File: src/dph_pkg.sv
// shared constants, register layout and pin carriers for the data port dma handshake
// assumes a single 250 MHz clock and an axi4-lite master on the register side
package dph_pkg;
  localparam int unsigned NUM_PORTS = 2;
  localparam int unsigned BUS_W = 16;
  localparam int unsigned PAR_W = 2;
  localparam int unsigned HOST_W = 8;
  localparam int unsigned WORD_W = BUS_W + PAR_W;
  localparam int unsigned ADDR_W = 8;
  localparam int unsigned AXI_BYTES = 4;
  localparam int unsigned SYNC_STAGES = 2;

  // address layout: bit PORT_BIT picks the port, bits IDX_HI:IDX_LO pick the word
  localparam int unsigned PORT_BIT = 4;
  localparam int unsigned IDX_HI = 3;
  localparam int unsigned IDX_LO = 2;
  localparam logic [1:0] IDX_CTRL = 2'h0;
  localparam logic [1:0] IDX_STAT = 2'h1;
  localparam logic [1:0] IDX_TXD = 2'h2;

  // control word fields
  localparam int unsigned CTRL_W = 8;
  localparam int unsigned CTRL_MODE_LO = 0;
  localparam int unsigned CTRL_MODE_HI = 1;
  localparam int unsigned CTRL_STB_EN = 2;
  localparam int unsigned CTRL_OE_EN = 3;
  localparam int unsigned CTRL_PAR_EN = 4;
  localparam int unsigned CTRL_REQ_INV = 5;
  localparam int unsigned CTRL_ACK_INV = 6;
  localparam int unsigned CTRL_STB_INV = 7;
  localparam logic [CTRL_W-1:0] CTRL_RST = 8'h0C;

  // status word fields (data in the low WORD_W bits)
  localparam int unsigned STAT_RX_VALID = 18;
  localparam int unsigned STAT_TX_FULL = 19;
  localparam int unsigned STAT_BUSY = 20;

  // synchroniser lanes of each port
  localparam int unsigned SY_REQ = 0;
  localparam int unsigned SY_ACK = 1;
  localparam int unsigned SY_STB = 2;
  localparam int unsigned SY_N = 3;

  localparam logic [1:0] RESP_OKAY = 2'h0;
  localparam logic [1:0] RESP_SLVERR = 2'h2;

  typedef enum logic [1:0] {
    MODE_OFF = 2'b00,
    MODE_SLV_IN = 2'b01,
    MODE_SLV_OUT = 2'b10,
    MODE_MST_IN = 2'b11
  } mode_e;

  typedef enum logic [2:0] {
    ST_IDLE = 3'b000,
    ST_XIN = 3'b001,
    ST_EIN = 3'b010,
    ST_XOUT = 3'b011,
    ST_EOUT = 3'b100,
    ST_REQ = 3'b101,
    ST_ACK = 3'b110
  } xfer_e;

  typedef enum logic [1:0] {
    HS_IDLE = 2'b00,
    HS_LOW = 2'b01,
    HS_WAIT = 2'b10
  } host_e;

  typedef struct packed {
    logic dma_request;
    logic dma_acknowledge;
    logic port_write_strobe;
    logic [BUS_W-1:0] xfer_bus;
    logic [PAR_W-1:0] xfer_parity;
  } port_in_s;

  typedef struct packed {
    logic dma_request;
    logic dma_request_oe;
    logic dma_acknowledge;
    logic dma_acknowledge_oe;
    logic port_write_strobe;
    logic port_write_strobe_oe;
    logic port_output_enable;
    logic port_output_enable_oe;
    logic [BUS_W-1:0] xfer_bus;
    logic xfer_bus_oe;
    logic [PAR_W-1:0] xfer_parity;
    logic xfer_parity_oe;
  } port_out_s;
endpackage : dph_pkg

File: src/data_port_dma_handshake.sv
// dma handshake logic for two data ports plus host write forwarding to a port a peripheral
// assumes pins pass through pads that resolve the _oe triples; one clock, sync reset
//
// The register addresses and the AXI4-Lite register port were decided locally.
`timescale 1ns/1ps

module data_port_dma_handshake (
  input wire logic i_clk,
  input wire logic i_rst,
  input wire logic [dph_pkg::ADDR_W-1:0] i_s_axi_awaddr,
  input wire logic i_s_axi_awvalid,
  output logic o_s_axi_awready,
  input wire logic [31:0] i_s_axi_wdata,
  input wire logic [dph_pkg::AXI_BYTES-1:0] i_s_axi_wstrb,
  input wire logic i_s_axi_wvalid,
  output logic o_s_axi_wready,
  output logic [1:0] o_s_axi_bresp,
  output logic o_s_axi_bvalid,
  input wire logic i_s_axi_bready,
  input wire logic [dph_pkg::ADDR_W-1:0] i_s_axi_araddr,
  input wire logic i_s_axi_arvalid,
  output logic o_s_axi_arready,
  output logic [31:0] o_s_axi_rdata,
  output logic [1:0] o_s_axi_rresp,
  output logic o_s_axi_rvalid,
  input wire logic i_s_axi_rready,
  input wire dph_pkg::port_in_s [dph_pkg::NUM_PORTS-1:0] i_port,
  output dph_pkg::port_out_s [dph_pkg::NUM_PORTS-1:0] o_port,
  input wire logic i_periph_select_n,
  input wire logic i_write_strobe,
  input wire logic [dph_pkg::HOST_W-1:0] i_host_data,
  output logic o_access_ack,
  output logic o_access_ack_oe,
  output logic o_periph_chip_select
);
  localparam int unsigned NP = dph_pkg::NUM_PORTS;
  localparam int unsigned WW = dph_pkg::WORD_W;

  // byte-lane merge for axi writes
  function automatic logic [31:0] merge_strb(input logic [31:0] old_v, input logic [31:0] new_v,
                                             input logic [dph_pkg::AXI_BYTES-1:0] strb);
    logic [31:0] res;
    res = old_v;
    for (int b = 0; b < dph_pkg::AXI_BYTES; b++) begin
      if (strb[b]) begin
        res[b*8 +: 8] = new_v[b*8 +: 8];
      end
    end
    return res;
  endfunction : merge_strb

  // register hit test, used by the write and the read side
  function automatic logic reg_hit(input logic [dph_pkg::ADDR_W-1:0] a, input int unsigned p,
                                   input logic [1:0] idx);
    return (a[dph_pkg::ADDR_W-1:dph_pkg::PORT_BIT+1] == '0) && (a[dph_pkg::PORT_BIT] == p[0])
           && (a[dph_pkg::IDX_HI:dph_pkg::IDX_LO] == idx);
  endfunction : reg_hit

  // axi4-lite write channel state
  logic aw_have_q, aw_have_d, w_have_q, w_have_d, bvalid_d, do_wr;
  logic aw_fire, w_fire;
  logic [dph_pkg::ADDR_W-1:0] awaddr_q, wr_addr;
  logic [31:0] wdata_q, wr_data;
  logic [dph_pkg::AXI_BYTES-1:0] wstrb_q, wr_strb;
  logic wr_known;

  assign aw_fire = i_s_axi_awvalid & o_s_axi_awready;
  assign w_fire = i_s_axi_wvalid & o_s_axi_wready;
  assign wr_addr = aw_have_q ? awaddr_q : i_s_axi_awaddr;
  assign wr_data = w_have_q ? wdata_q : i_s_axi_wdata;
  assign wr_strb = w_have_q ? wstrb_q : i_s_axi_wstrb;
  // address and data may come in either order; the write happens once both are in
  assign do_wr = (aw_have_q | aw_fire) & (w_have_q | w_fire) & ~o_s_axi_bvalid;
  assign aw_have_d = (aw_have_q | aw_fire) & ~do_wr;
  assign w_have_d = (w_have_q | w_fire) & ~do_wr;
  assign bvalid_d = (o_s_axi_bvalid & ~i_s_axi_bready) | do_wr;

  always_comb begin
    wr_known = 1'b0;
    for (int p = 0; p < NP; p++) begin
      wr_known |= reg_hit(wr_addr, p, dph_pkg::IDX_CTRL) | reg_hit(wr_addr, p, dph_pkg::IDX_STAT)
                  | reg_hit(wr_addr, p, dph_pkg::IDX_TXD);
    end
  end

  // write handshake; readies drop while a word is held or a response waits
  always_ff @(posedge i_clk) begin
    if (i_rst) begin
      aw_have_q <= 1'b0;
      w_have_q <= 1'b0;
      o_s_axi_awready <= 1'b1;
      o_s_axi_wready <= 1'b1;
      o_s_axi_bvalid <= 1'b0;
      o_s_axi_bresp <= dph_pkg::RESP_OKAY;
      awaddr_q <= '0;
      wdata_q <= '0;
      wstrb_q <= '0;
    end else begin
      aw_have_q <= aw_have_d;
      w_have_q <= w_have_d;
      o_s_axi_awready <= ~aw_have_d & ~bvalid_d;
      o_s_axi_wready <= ~w_have_d & ~bvalid_d;
      o_s_axi_bvalid <= bvalid_d;
      if (aw_fire) begin
        awaddr_q <= i_s_axi_awaddr;
      end
      if (w_fire) begin
        wdata_q <= i_s_axi_wdata;
        wstrb_q <= i_s_axi_wstrb;
      end
      if (do_wr) begin
        o_s_axi_bresp <= wr_known ? dph_pkg::RESP_OKAY : dph_pkg::RESP_SLVERR;
      end
    end
  end

  // per-port register state
  logic [dph_pkg::CTRL_W-1:0] ctrl_q [NP];
  logic [WW-1:0] txd_q [NP];
  logic [WW-1:0] rx_q [NP];
  logic tx_full_q [NP];
  logic rx_valid_q [NP];
  dph_pkg::xfer_e st_q [NP];

  // read side
  logic ar_fire, rvalid_d, rd_known;
  logic [31:0] rd_data;
  logic [NP-1:0] stat_rd;

  assign ar_fire = i_s_axi_arvalid & o_s_axi_arready;
  assign rvalid_d = (o_s_axi_rvalid & ~i_s_axi_rready) | ar_fire;

  always_comb begin
    rd_data = '0;
    rd_known = 1'b0;
    stat_rd = '0;
    for (int p = 0; p < NP; p++) begin
      if (reg_hit(i_s_axi_araddr, p, dph_pkg::IDX_CTRL)) begin
        rd_data = {{(32 - dph_pkg::CTRL_W){1'b0}}, ctrl_q[p]};
        rd_known = 1'b1;
      end
      if (reg_hit(i_s_axi_araddr, p, dph_pkg::IDX_STAT)) begin
        rd_data = '0;
        rd_data[WW-1:0] = rx_q[p];
        rd_data[dph_pkg::STAT_RX_VALID] = rx_valid_q[p];
        rd_data[dph_pkg::STAT_TX_FULL] = tx_full_q[p];
        rd_data[dph_pkg::STAT_BUSY] = (st_q[p] != dph_pkg::ST_IDLE);
        rd_known = 1'b1;
        stat_rd[p] = ar_fire;
      end
      if (reg_hit(i_s_axi_araddr, p, dph_pkg::IDX_TXD)) begin
        rd_data = {{(32 - WW){1'b0}}, txd_q[p]};
        rd_known = 1'b1;
      end
    end
  end

  // read handshake; data is captured with the address
  always_ff @(posedge i_clk) begin
    if (i_rst) begin
      o_s_axi_arready <= 1'b1;
      o_s_axi_rvalid <= 1'b0;
      o_s_axi_rdata <= '0;
      o_s_axi_rresp <= dph_pkg::RESP_OKAY;
    end else begin
      o_s_axi_arready <= ~rvalid_d;
      o_s_axi_rvalid <= rvalid_d;
      if (ar_fire) begin
        o_s_axi_rdata <= rd_data;
        o_s_axi_rresp <= rd_known ? dph_pkg::RESP_OKAY : dph_pkg::RESP_SLVERR;
      end
    end
  end

  // host select and strobe pass two stages before the host machine
  logic [dph_pkg::SYNC_STAGES-1:0] sel_sync_q, wr_sync_q;
  logic sel_s, wr_s;
  always_ff @(posedge i_clk) begin
    if (i_rst) begin
      sel_sync_q <= '1;
      wr_sync_q <= '1;
    end else begin
      sel_sync_q <= {sel_sync_q[0], i_periph_select_n};
      wr_sync_q <= {wr_sync_q[0], i_write_strobe};
    end
  end
  assign sel_s = sel_sync_q[dph_pkg::SYNC_STAGES-1];
  assign wr_s = wr_sync_q[dph_pkg::SYNC_STAGES-1];

  // host write forwarding to the port a peripheral
  dph_pkg::host_e hs_q, hs_d;
  logic [dph_pkg::HOST_W-1:0] host_data_q, host_byte;
  logic host_act_d;

  // byte taken straight from the pins on the start edge, so it leaves with chip select
  assign host_byte = (hs_q == dph_pkg::HS_IDLE) ? i_host_data : host_data_q;

  always_comb begin
    hs_d = hs_q;
    case (hs_q)
      // waits for the first edge at which both lows are seen while the port a mode is off
      dph_pkg::HS_IDLE: begin
        if (!sel_s && !wr_s && (ctrl_q[0][dph_pkg::CTRL_MODE_HI:dph_pkg::CTRL_MODE_LO]
                                 == dph_pkg::MODE_OFF)) begin
          hs_d = dph_pkg::HS_LOW;
        end
      end
      // one cycle low, then high to end the wait
      dph_pkg::HS_LOW: hs_d = dph_pkg::HS_WAIT;
      // the cycle ends only once the strobe release is seen
      dph_pkg::HS_WAIT: begin
        if (wr_s) begin
          hs_d = dph_pkg::HS_IDLE;
        end
      end
      default: hs_d = dph_pkg::HS_IDLE;
    endcase
  end
  assign host_act_d = (hs_d != dph_pkg::HS_IDLE);

  // idle is only reached after the strobe rises, so select may stay low
  always_ff @(posedge i_clk) begin
    if (i_rst) begin
      hs_q <= dph_pkg::HS_IDLE;
      host_data_q <= '0;
      o_access_ack <= 1'b1;
      o_access_ack_oe <= 1'b0;
      o_periph_chip_select <= 1'b0;
    end else begin
      hs_q <= hs_d;
      if (hs_q == dph_pkg::HS_IDLE && hs_d == dph_pkg::HS_LOW) begin
        host_data_q <= i_host_data;
      end
      // low while waiting, high at the next rise
      o_access_ack <= (hs_d != dph_pkg::HS_LOW);
      // line released once the strobe is back high
      o_access_ack_oe <= host_act_d;
      // chip select driven from a rising edge
      o_periph_chip_select <= host_act_d;
    end
  end

  // the same handshake logic for every port
  for (genvar g = 0; g < NP; g++) begin : g_port
    logic [dph_pkg::SY_N-1:0] sy1_q, sy2_q, pol;
    logic req_s, ack_s, stb_s, stb_prev_q, stb_fall;
    logic [WW-1:0] dly1_q, dly2_q, neg_cap_q, rx_word;
    logic rx_load, tx_done, wr_txd, wr_ctrl, act;
    logic [31:0] ctrl_m, txd_m;
    dph_pkg::mode_e mode;
    dph_pkg::xfer_e st_d;
    dph_pkg::port_out_s pin_d;

    assign mode = dph_pkg::mode_e'(ctrl_q[g][dph_pkg::CTRL_MODE_HI:dph_pkg::CTRL_MODE_LO]);
    assign pol = {ctrl_q[g][dph_pkg::CTRL_STB_INV], ctrl_q[g][dph_pkg::CTRL_ACK_INV],
                  ctrl_q[g][dph_pkg::CTRL_REQ_INV]};
    assign wr_ctrl = do_wr & reg_hit(wr_addr, g, dph_pkg::IDX_CTRL);
    assign wr_txd = do_wr & reg_hit(wr_addr, g, dph_pkg::IDX_TXD);
    assign act = (g == 0) ? host_act_d : 1'b0;
    // merged words kept whole so the register slices are taken from a named signal
    assign ctrl_m = merge_strb({{(32 - dph_pkg::CTRL_W){1'b0}}, ctrl_q[g]}, wr_data, wr_strb);
    assign txd_m = merge_strb({{(32 - WW){1'b0}}, txd_q[g]}, wr_data, wr_strb);

    // request, acknowledge and strobe through two stages
    always_ff @(posedge i_clk) begin
      if (i_rst) begin
        sy1_q <= '0;
        sy2_q <= '0;
        dly1_q <= '0;
        dly2_q <= '0;
        stb_prev_q <= 1'b0;
      end else begin
        sy1_q <= {i_port[g].port_write_strobe, i_port[g].dma_acknowledge,
                  i_port[g].dma_request};
        sy2_q <= sy1_q;
        // data delayed in step with the strobe synchroniser
        dly1_q <= {i_port[g].xfer_parity, i_port[g].xfer_bus};
        dly2_q <= dly1_q;
        stb_prev_q <= stb_s;
      end
    end
    assign req_s = sy2_q[dph_pkg::SY_REQ] ^ pol[dph_pkg::SY_REQ];
    assign ack_s = sy2_q[dph_pkg::SY_ACK] ^ pol[dph_pkg::SY_ACK];
    assign stb_s = sy2_q[dph_pkg::SY_STB] ^ pol[dph_pkg::SY_STB];
    assign stb_fall = stb_prev_q & ~stb_s;

    // inbound slave word taken at the falling edge mid-transfer
    always_ff @(negedge i_clk) begin
      if (i_rst) begin
        neg_cap_q <= '0;
      end else if (st_q[g] == dph_pkg::ST_XIN) begin
        neg_cap_q <= {i_port[g].xfer_parity, i_port[g].xfer_bus};
      end
    end

    // transfer machine; mode is only looked at from idle
    always_comb begin
      st_d = st_q[g];
      rx_load = 1'b0;
      rx_word = neg_cap_q;
      tx_done = 1'b0;
      case (st_q[g])
        // synchronised request polled here; a new word waits for rx_valid_q clear (in) or tx_full_q set (out)
        dph_pkg::ST_IDLE: begin
          case (mode)
            dph_pkg::MODE_SLV_IN: if (req_s && !rx_valid_q[g]) st_d = dph_pkg::ST_XIN;
            dph_pkg::MODE_SLV_OUT: if (req_s && tx_full_q[g]) st_d = dph_pkg::ST_XOUT;
            dph_pkg::MODE_MST_IN: if (!rx_valid_q[g]) st_d = dph_pkg::ST_REQ;
            default: st_d = dph_pkg::ST_IDLE;
          endcase
        end
        dph_pkg::ST_XIN: st_d = dph_pkg::ST_EIN;
        dph_pkg::ST_EIN: begin
          st_d = dph_pkg::ST_IDLE;
          rx_load = 1'b1;
        end
        dph_pkg::ST_XOUT: st_d = dph_pkg::ST_EOUT;
        dph_pkg::ST_EOUT: begin
          st_d = dph_pkg::ST_IDLE;
          tx_done = 1'b1;
        end
        // request held until the agent acknowledges
        dph_pkg::ST_REQ: if (ack_s) st_d = dph_pkg::ST_ACK;
        dph_pkg::ST_ACK: begin
          // word taken where the agent's strobe falls
          if (stb_fall) begin
            rx_load = 1'b1;
            rx_word = dly2_q;
          end
          // the strobe ends before acknowledge, so its fall lands here
          if (!ack_s) st_d = dph_pkg::ST_IDLE;
        end
        default: st_d = dph_pkg::ST_IDLE;
      endcase
    end

    // pin levels computed from the next state so every pin leaves a flip-flop
    always_comb begin
      pin_d = '0;
      // request is an output only in master mode
      pin_d.dma_request = (st_d == dph_pkg::ST_REQ) ^ pol[dph_pkg::SY_REQ];
      pin_d.dma_request_oe = (mode == dph_pkg::MODE_MST_IN);
      // acknowledge driven by the device in both slave modes
      pin_d.dma_acknowledge = ((st_d == dph_pkg::ST_XIN) || (st_d == dph_pkg::ST_XOUT))
                              ^ pol[dph_pkg::SY_ACK];
      pin_d.dma_acknowledge_oe = (mode == dph_pkg::MODE_SLV_IN) || (mode == dph_pkg::MODE_SLV_OUT);
      // write strobe only driven when enabled
      pin_d.port_write_strobe = (st_d == dph_pkg::ST_XIN) ^ pol[dph_pkg::SY_STB];
      pin_d.port_write_strobe_oe = (mode == dph_pkg::MODE_SLV_IN)
                                   & ctrl_q[g][dph_pkg::CTRL_STB_EN];
      // output enable only driven when enabled
      pin_d.port_output_enable = ((st_d == dph_pkg::ST_XOUT) || act) ^ pol[dph_pkg::SY_STB];
      pin_d.port_output_enable_oe = ((mode == dph_pkg::MODE_SLV_OUT) || act)
                                    & ctrl_q[g][dph_pkg::CTRL_OE_EN];
      // outbound bus from the loaded word
      pin_d.xfer_bus = txd_q[g][dph_pkg::BUS_W-1:0];
      pin_d.xfer_parity = txd_q[g][WW-1:dph_pkg::BUS_W];
      // driven from the start edge, released at the edge after the end
      pin_d.xfer_bus_oe = (st_d == dph_pkg::ST_XOUT) || (st_d == dph_pkg::ST_EOUT);
      // parity stays off the pins unless enabled
      pin_d.xfer_parity_oe = pin_d.xfer_bus_oe & ctrl_q[g][dph_pkg::CTRL_PAR_EN];
      // forwarded host byte on the low bus lanes
      if (act) begin
        pin_d.xfer_bus = {{(dph_pkg::BUS_W - dph_pkg::HOST_W){1'b0}}, host_byte};
        pin_d.xfer_bus_oe = 1'b1;
      end
    end

    // state and pins
    always_ff @(posedge i_clk) begin
      if (i_rst) begin
        st_q[g] <= dph_pkg::ST_IDLE;
        o_port[g] <= '0;
      end else begin
        st_q[g] <= st_d;
        o_port[g] <= pin_d;
      end
    end

    // control word; transfer modes pick up a change at the next idle
    always_ff @(posedge i_clk) begin
      if (i_rst) begin
        ctrl_q[g] <= dph_pkg::CTRL_RST;
      end else if (wr_ctrl) begin
        ctrl_q[g] <= ctrl_m[dph_pkg::CTRL_W-1:0];
      end
    end

    // outbound word; a new write wins over the drain of the old one
    always_ff @(posedge i_clk) begin
      if (i_rst) begin
        txd_q[g] <= '0;
        tx_full_q[g] <= 1'b0;
      end else begin
        if (wr_txd) begin
          txd_q[g] <= txd_m[WW-1:0];
          tx_full_q[g] <= 1'b1;
        end else if (tx_done) begin
          tx_full_q[g] <= 1'b0;
        end
      end
    end

    // inbound word; arrival wins over the status read that clears it
    always_ff @(posedge i_clk) begin
      if (i_rst) begin
        rx_q[g] <= '0;
        rx_valid_q[g] <= 1'b0;
      end else begin
        if (rx_load) begin
          rx_q[g] <= rx_word;
          rx_valid_q[g] <= 1'b1;
        end else if (stat_rd[g]) begin
          rx_valid_q[g] <= 1'b0;
        end
      end
    end
  end
endmodule : data_port_dma_handshake

File: config.mk
export PLATFORM = sky130hd
export DESIGN_NAME = data_port_dma_handshake
export DESIGN_NICKNAME = d
export VERILOG_FILES = /design/src/dph_pkg.sv /design/src/data_port_dma_handshake.sv
export SDC_FILE = /design/constraint.sdc
export NUM_CORES = 1
export LEC_CHECK = 0
export BUFFER_PORTS_ARGS = -buffer_cell sky130_fd_sc_hd__buf_2
export CELL_PAD_IN_SITES_DETAIL_PLACEMENT = 2
export CELL_PAD_IN_SITES_GLOBAL_PLACEMENT = 2
export CORE_MARGIN = 1.5
export CORE_UTILIZATION = 37
export CTS_BUF_LIST = sky130_fd_sc_hd__clkbuf_4
export DETAILED_ROUTE_END_ITERATION = 16
export GPL_TIMING_DRIVEN = 0
export PLACE_DENSITY = 0.82
export SYNTH_ARGS = -nofsm -noshare
export SYNTH_HDL_FRONTEND = slang
export SYNTH_SLANG_ARGS = --single-unit
File: constraint.sdc
create_clock -name i_clk -period 2.7 [get_ports i_clk]
set_clock_uncertainty 0.1 [all_clocks]
set_input_delay 0.135 -clock i_clk [delete_from_list [all_inputs] [get_ports i_clk]]
set_output_delay 0.135 -clock i_clk [all_outputs]
set_load 0.1 [all_outputs]
==> results.json <==
{
  "slew_headroom_pct": 13.13,
  "synth_warnings": 0,
  "crit_type": "reg -> reg",
  "yosysTopAreaCell": "dfxtp_1",
  "hold_class": "in -> reg",
  "synth_top_area_share_pct": 38.59,
  "cp-end-kind": "flip-flop",
  "wl_met1_mm": 27.53,
  "drtPass1Iterations": 5,
  "drc": 0,
  "clk_latency_ns": 0.84,
  "synth_async_sr_flop_share_pct": 0,
  "synth_seq_cells": 349,
  "clock_sinks": 349,
  "finalNonFillerCells": 2396,
  "grt_pass1_wl_mm": 102.9,
  "cp.required_ns": 3.22,
  "critPathLaunchType": "flip-flop",
  "layout.nets": 1978,
  "via_per_inst": 5.784,
  "yosysSeqAreaShare_pct": 59.31,
  "timing.setup.tns_ns": -5.188,
  "critical_path.max_stage_delay_ns": 0.53,
  "netlist_area_mm2": 0.01333,
  "path_delay_family": "simple AND/OR/NAND/NOR gates",
  "post_dp_cell_area_mm2": 0.01490,
  "violations": "negative hold slack, negative setup slack",
  "crit_slowest_cell": "clkbuf_1",
  "p_leak_nw": 7.848,
  "path_cells": "nor3_1, nand2_1, o32ai_1, nand3_2, clkbuf_1, nor2_1",
  "track_usage_pct": 38.31,
  "finalCriticalPeriod_ns": 2.953,
  "coreArea_mm2": 0.03548,
  "grt-ovfl-total": 0,
  "wl_met3_mm": 5.905,
  "ys.flop_type": "dfxtp_1",
  "max_cap_viol_count": 0,
  "dr_total_vias": 13858,
  "setup_viol": 65,
  "power_density_mw_per_mm2": 702.9,
  "io_pins": 211,
  "avgRoutedWirePerCell_um": 32.76,
  "ir_worst_vdd_uv": 343.5,
  "numCtsBuffers": 93,
  "place_hpwl_mm": 35.05,
  "grt_pass1_vias": 15292,
  "portBuffers": 176,
  "drv_slew": 0,
  "status": "finished, violations left",
  "htree_num_levels": 3,
  "path_clk_slew_ns": 0.08,
  "die_x_um": 192.8,
  "antenna_found_initial": 4,
  "synth_top_cells_by_area": "dfxtp_1 (39%), edfxtp_1 (21%), nand2_1 (6.8%)",
  "design_area_mm2": 0.01887,
  "initial_core_util_pct": 37.57,
  "dp.cells": 2014,
  "dr.max_layer_used": "met5",
  "place_congestion": 0.8434,
  "postSynthAreaPerCell_um2": 9.767,
  "post-route-period-util_pct": 109.4,
  "drt_first_iter_violations": 1141,
  "dieArea_mm2": 0.03718,
  "cts_tree": "done",
  "yosysMostFrequentCell": "dfxtp_1",
  "synth.top_cells.by_count": "dfxtp_1 (257), nand2_1 (243), a21oi_1 (138), nor2b_1 (114), nor2_1 (103)",
  "hold_violations": 1,
  "antenna_left": 0,
  "synthCells": 1365,
  "synth_cell_types": 55,
  "drive_above_1_share_pct": 28.16,
  "synth_edf_count": 92,
  "max_freq_mhz": 338.6,
  "worst_slew_pin_slew_ns": 1.303,
  "cp.buffers_inverters": 1,
  "cp_max_fo": 10,
  "wl_met2_mm": 39.30,
  "wirelength_mm": 78.49,
  "die_h_um": 192.8,
  "cp.arrival_ns": 3.47,
  "rsz0062_at_grt": "yes",
  "root_buffer": "clkbuf_4",
  "clock_path_buffers": 3,
  "rows": 69,
  "grt_max_degree": 20,
  "synthToLayoutAreaGrowth_pct": 41.54,
  "holdWs_ns": -0.03678,
  "fin_ws_ns": -0.2530
}
cell type report:
class / count / area, um^2
clock inverter: 77 / 389.1
multi-input combinational: 909 / 5688
inverter: 16 / 60.06
sequential: 349 / 7924
antenna: 3 / 7.507
clock buffer: 128 / 960.9
fill: 3615 / 16610
buffer: 98 / 559.3
timing repair buffer: 355 / 2704
tap: 461 / 576.8
per-stage QoR:
step | util [%] | hold slack (ns) | total power, mW | worst slack [ns]
5_1_grt | 53.16 | -0.0008988 | 13.53 | -0.2226
3_3_place_gp | 41.99 | 0.2276 | 7.038 | -1.111
2_1_floorplan | - | 0.1388 | 6.680 | 0.003055
4_1_cts | 52.11 | 0.006752 | 12.42 | -0.08750
3_5_place_dp | 41.99 | 0.2229 | 7.090 | -1.186
6_report | 53.18 | -0.03678 | 13.26 | -0.2530
flip-flops by register name, indices dropped and copies added, names as in the netlist, 3 cells and up:
register          flops
ctrl_q               16
st_q                  6
host_data_q           8
o_port               56
g_port.neg_cap_q     36
txd_q                36
awaddr_q              6
rx_q                 36
g_port.sy2_q          6
wdata_q              18
wstrb_q               3
o_s_axi_rdata        21
g_port.dly2_q        36
g_port.sy1_q          6
g_port.dly1_q        36
where the power goes:
part	leakage [nW]	internal, mW	switching [mW]
Clock	0.950	2.61	3.26
Combinational	3.85	0.482	1.17
Sequential	3.05	5.56	0.177
logic make-up after synthesis:
group | after synthesis | share of synthesized area (%)
compound gates | 233 | 10.47
xor+xnor | 10 | 0.6569
fa+ha+maj | 9 | 0.8447
buf+inv | 119 | 3.820
flops | 349 | 59.31
mux | 49 | 3.698
other cells | 1 | 0.02813
simple gates | 595 | 21.16
metal layers:
metal	track usage (%)	up-vias
li1	-	5631
met1	41.08	6929
met2	69.66	911
met3	7.674	385
met4	21.91	2
met5	0	-
worst paths after layout:
check | to | slack (ns) | depth (start not counted) | start
setup reg to reg | txd_q[0][13]$_SDFFCE_PN0P_ | -0.25 | 6 | awaddr_q[5]$_SDFFE_PP0P_
setup / recovery | txd_q[0][13]$_SDFFCE_PN0P_ | -0.25 | 6 | awaddr_q[5]$_SDFFE_PP0P_
hold / removal | o_s_axi_rdata[13]$_SDFFE_PP0P_ | -0.04 | 6 | i_s_axi_araddr[4]
hold reg to reg | g_port[0].dly2_q[3]$_SDFF_PP0_ | 0.30 | 1 | g_port[0].dly1_q[3]$_SDFF_PP0_
timing repair:
action,in CTS,in global routing
gates resized for setup,162,72
setup endpoints to repair,86,156
pin swaps,61,47
endpoints found under the hold margin,173,0
buffers inserted,15,19
hold buffers,142,0
cloned,3,0
cell usage in the layout (no fill, tap or decap), types with 41 or more instances in the layout:
master / n
edfxtp_1: 92
buf_4: 41
mux2i_1: 46
clkbuf_1: 57
dfxtp_1: 250
clkbuf_4: 128
a21oi_1: 99
dlygate4sd3_1: 142
nand2_4: 46
buf_2: 179
nand2_1: 186
nor2b_1: 112
nor2_1: 100
inv_1: 62
worst register-to-register path, cell delays in order, from the launching register on:
cell and delay [ns]:
dfxtp_1 0.35, nor3_1 0.38, nand2_1 0.10, o32ai_1 0.41
nand3_2 0.51, clkbuf_1 0.53, nor2_1 0.36
No activity file was read; power rests on OpenSTA's default activity.
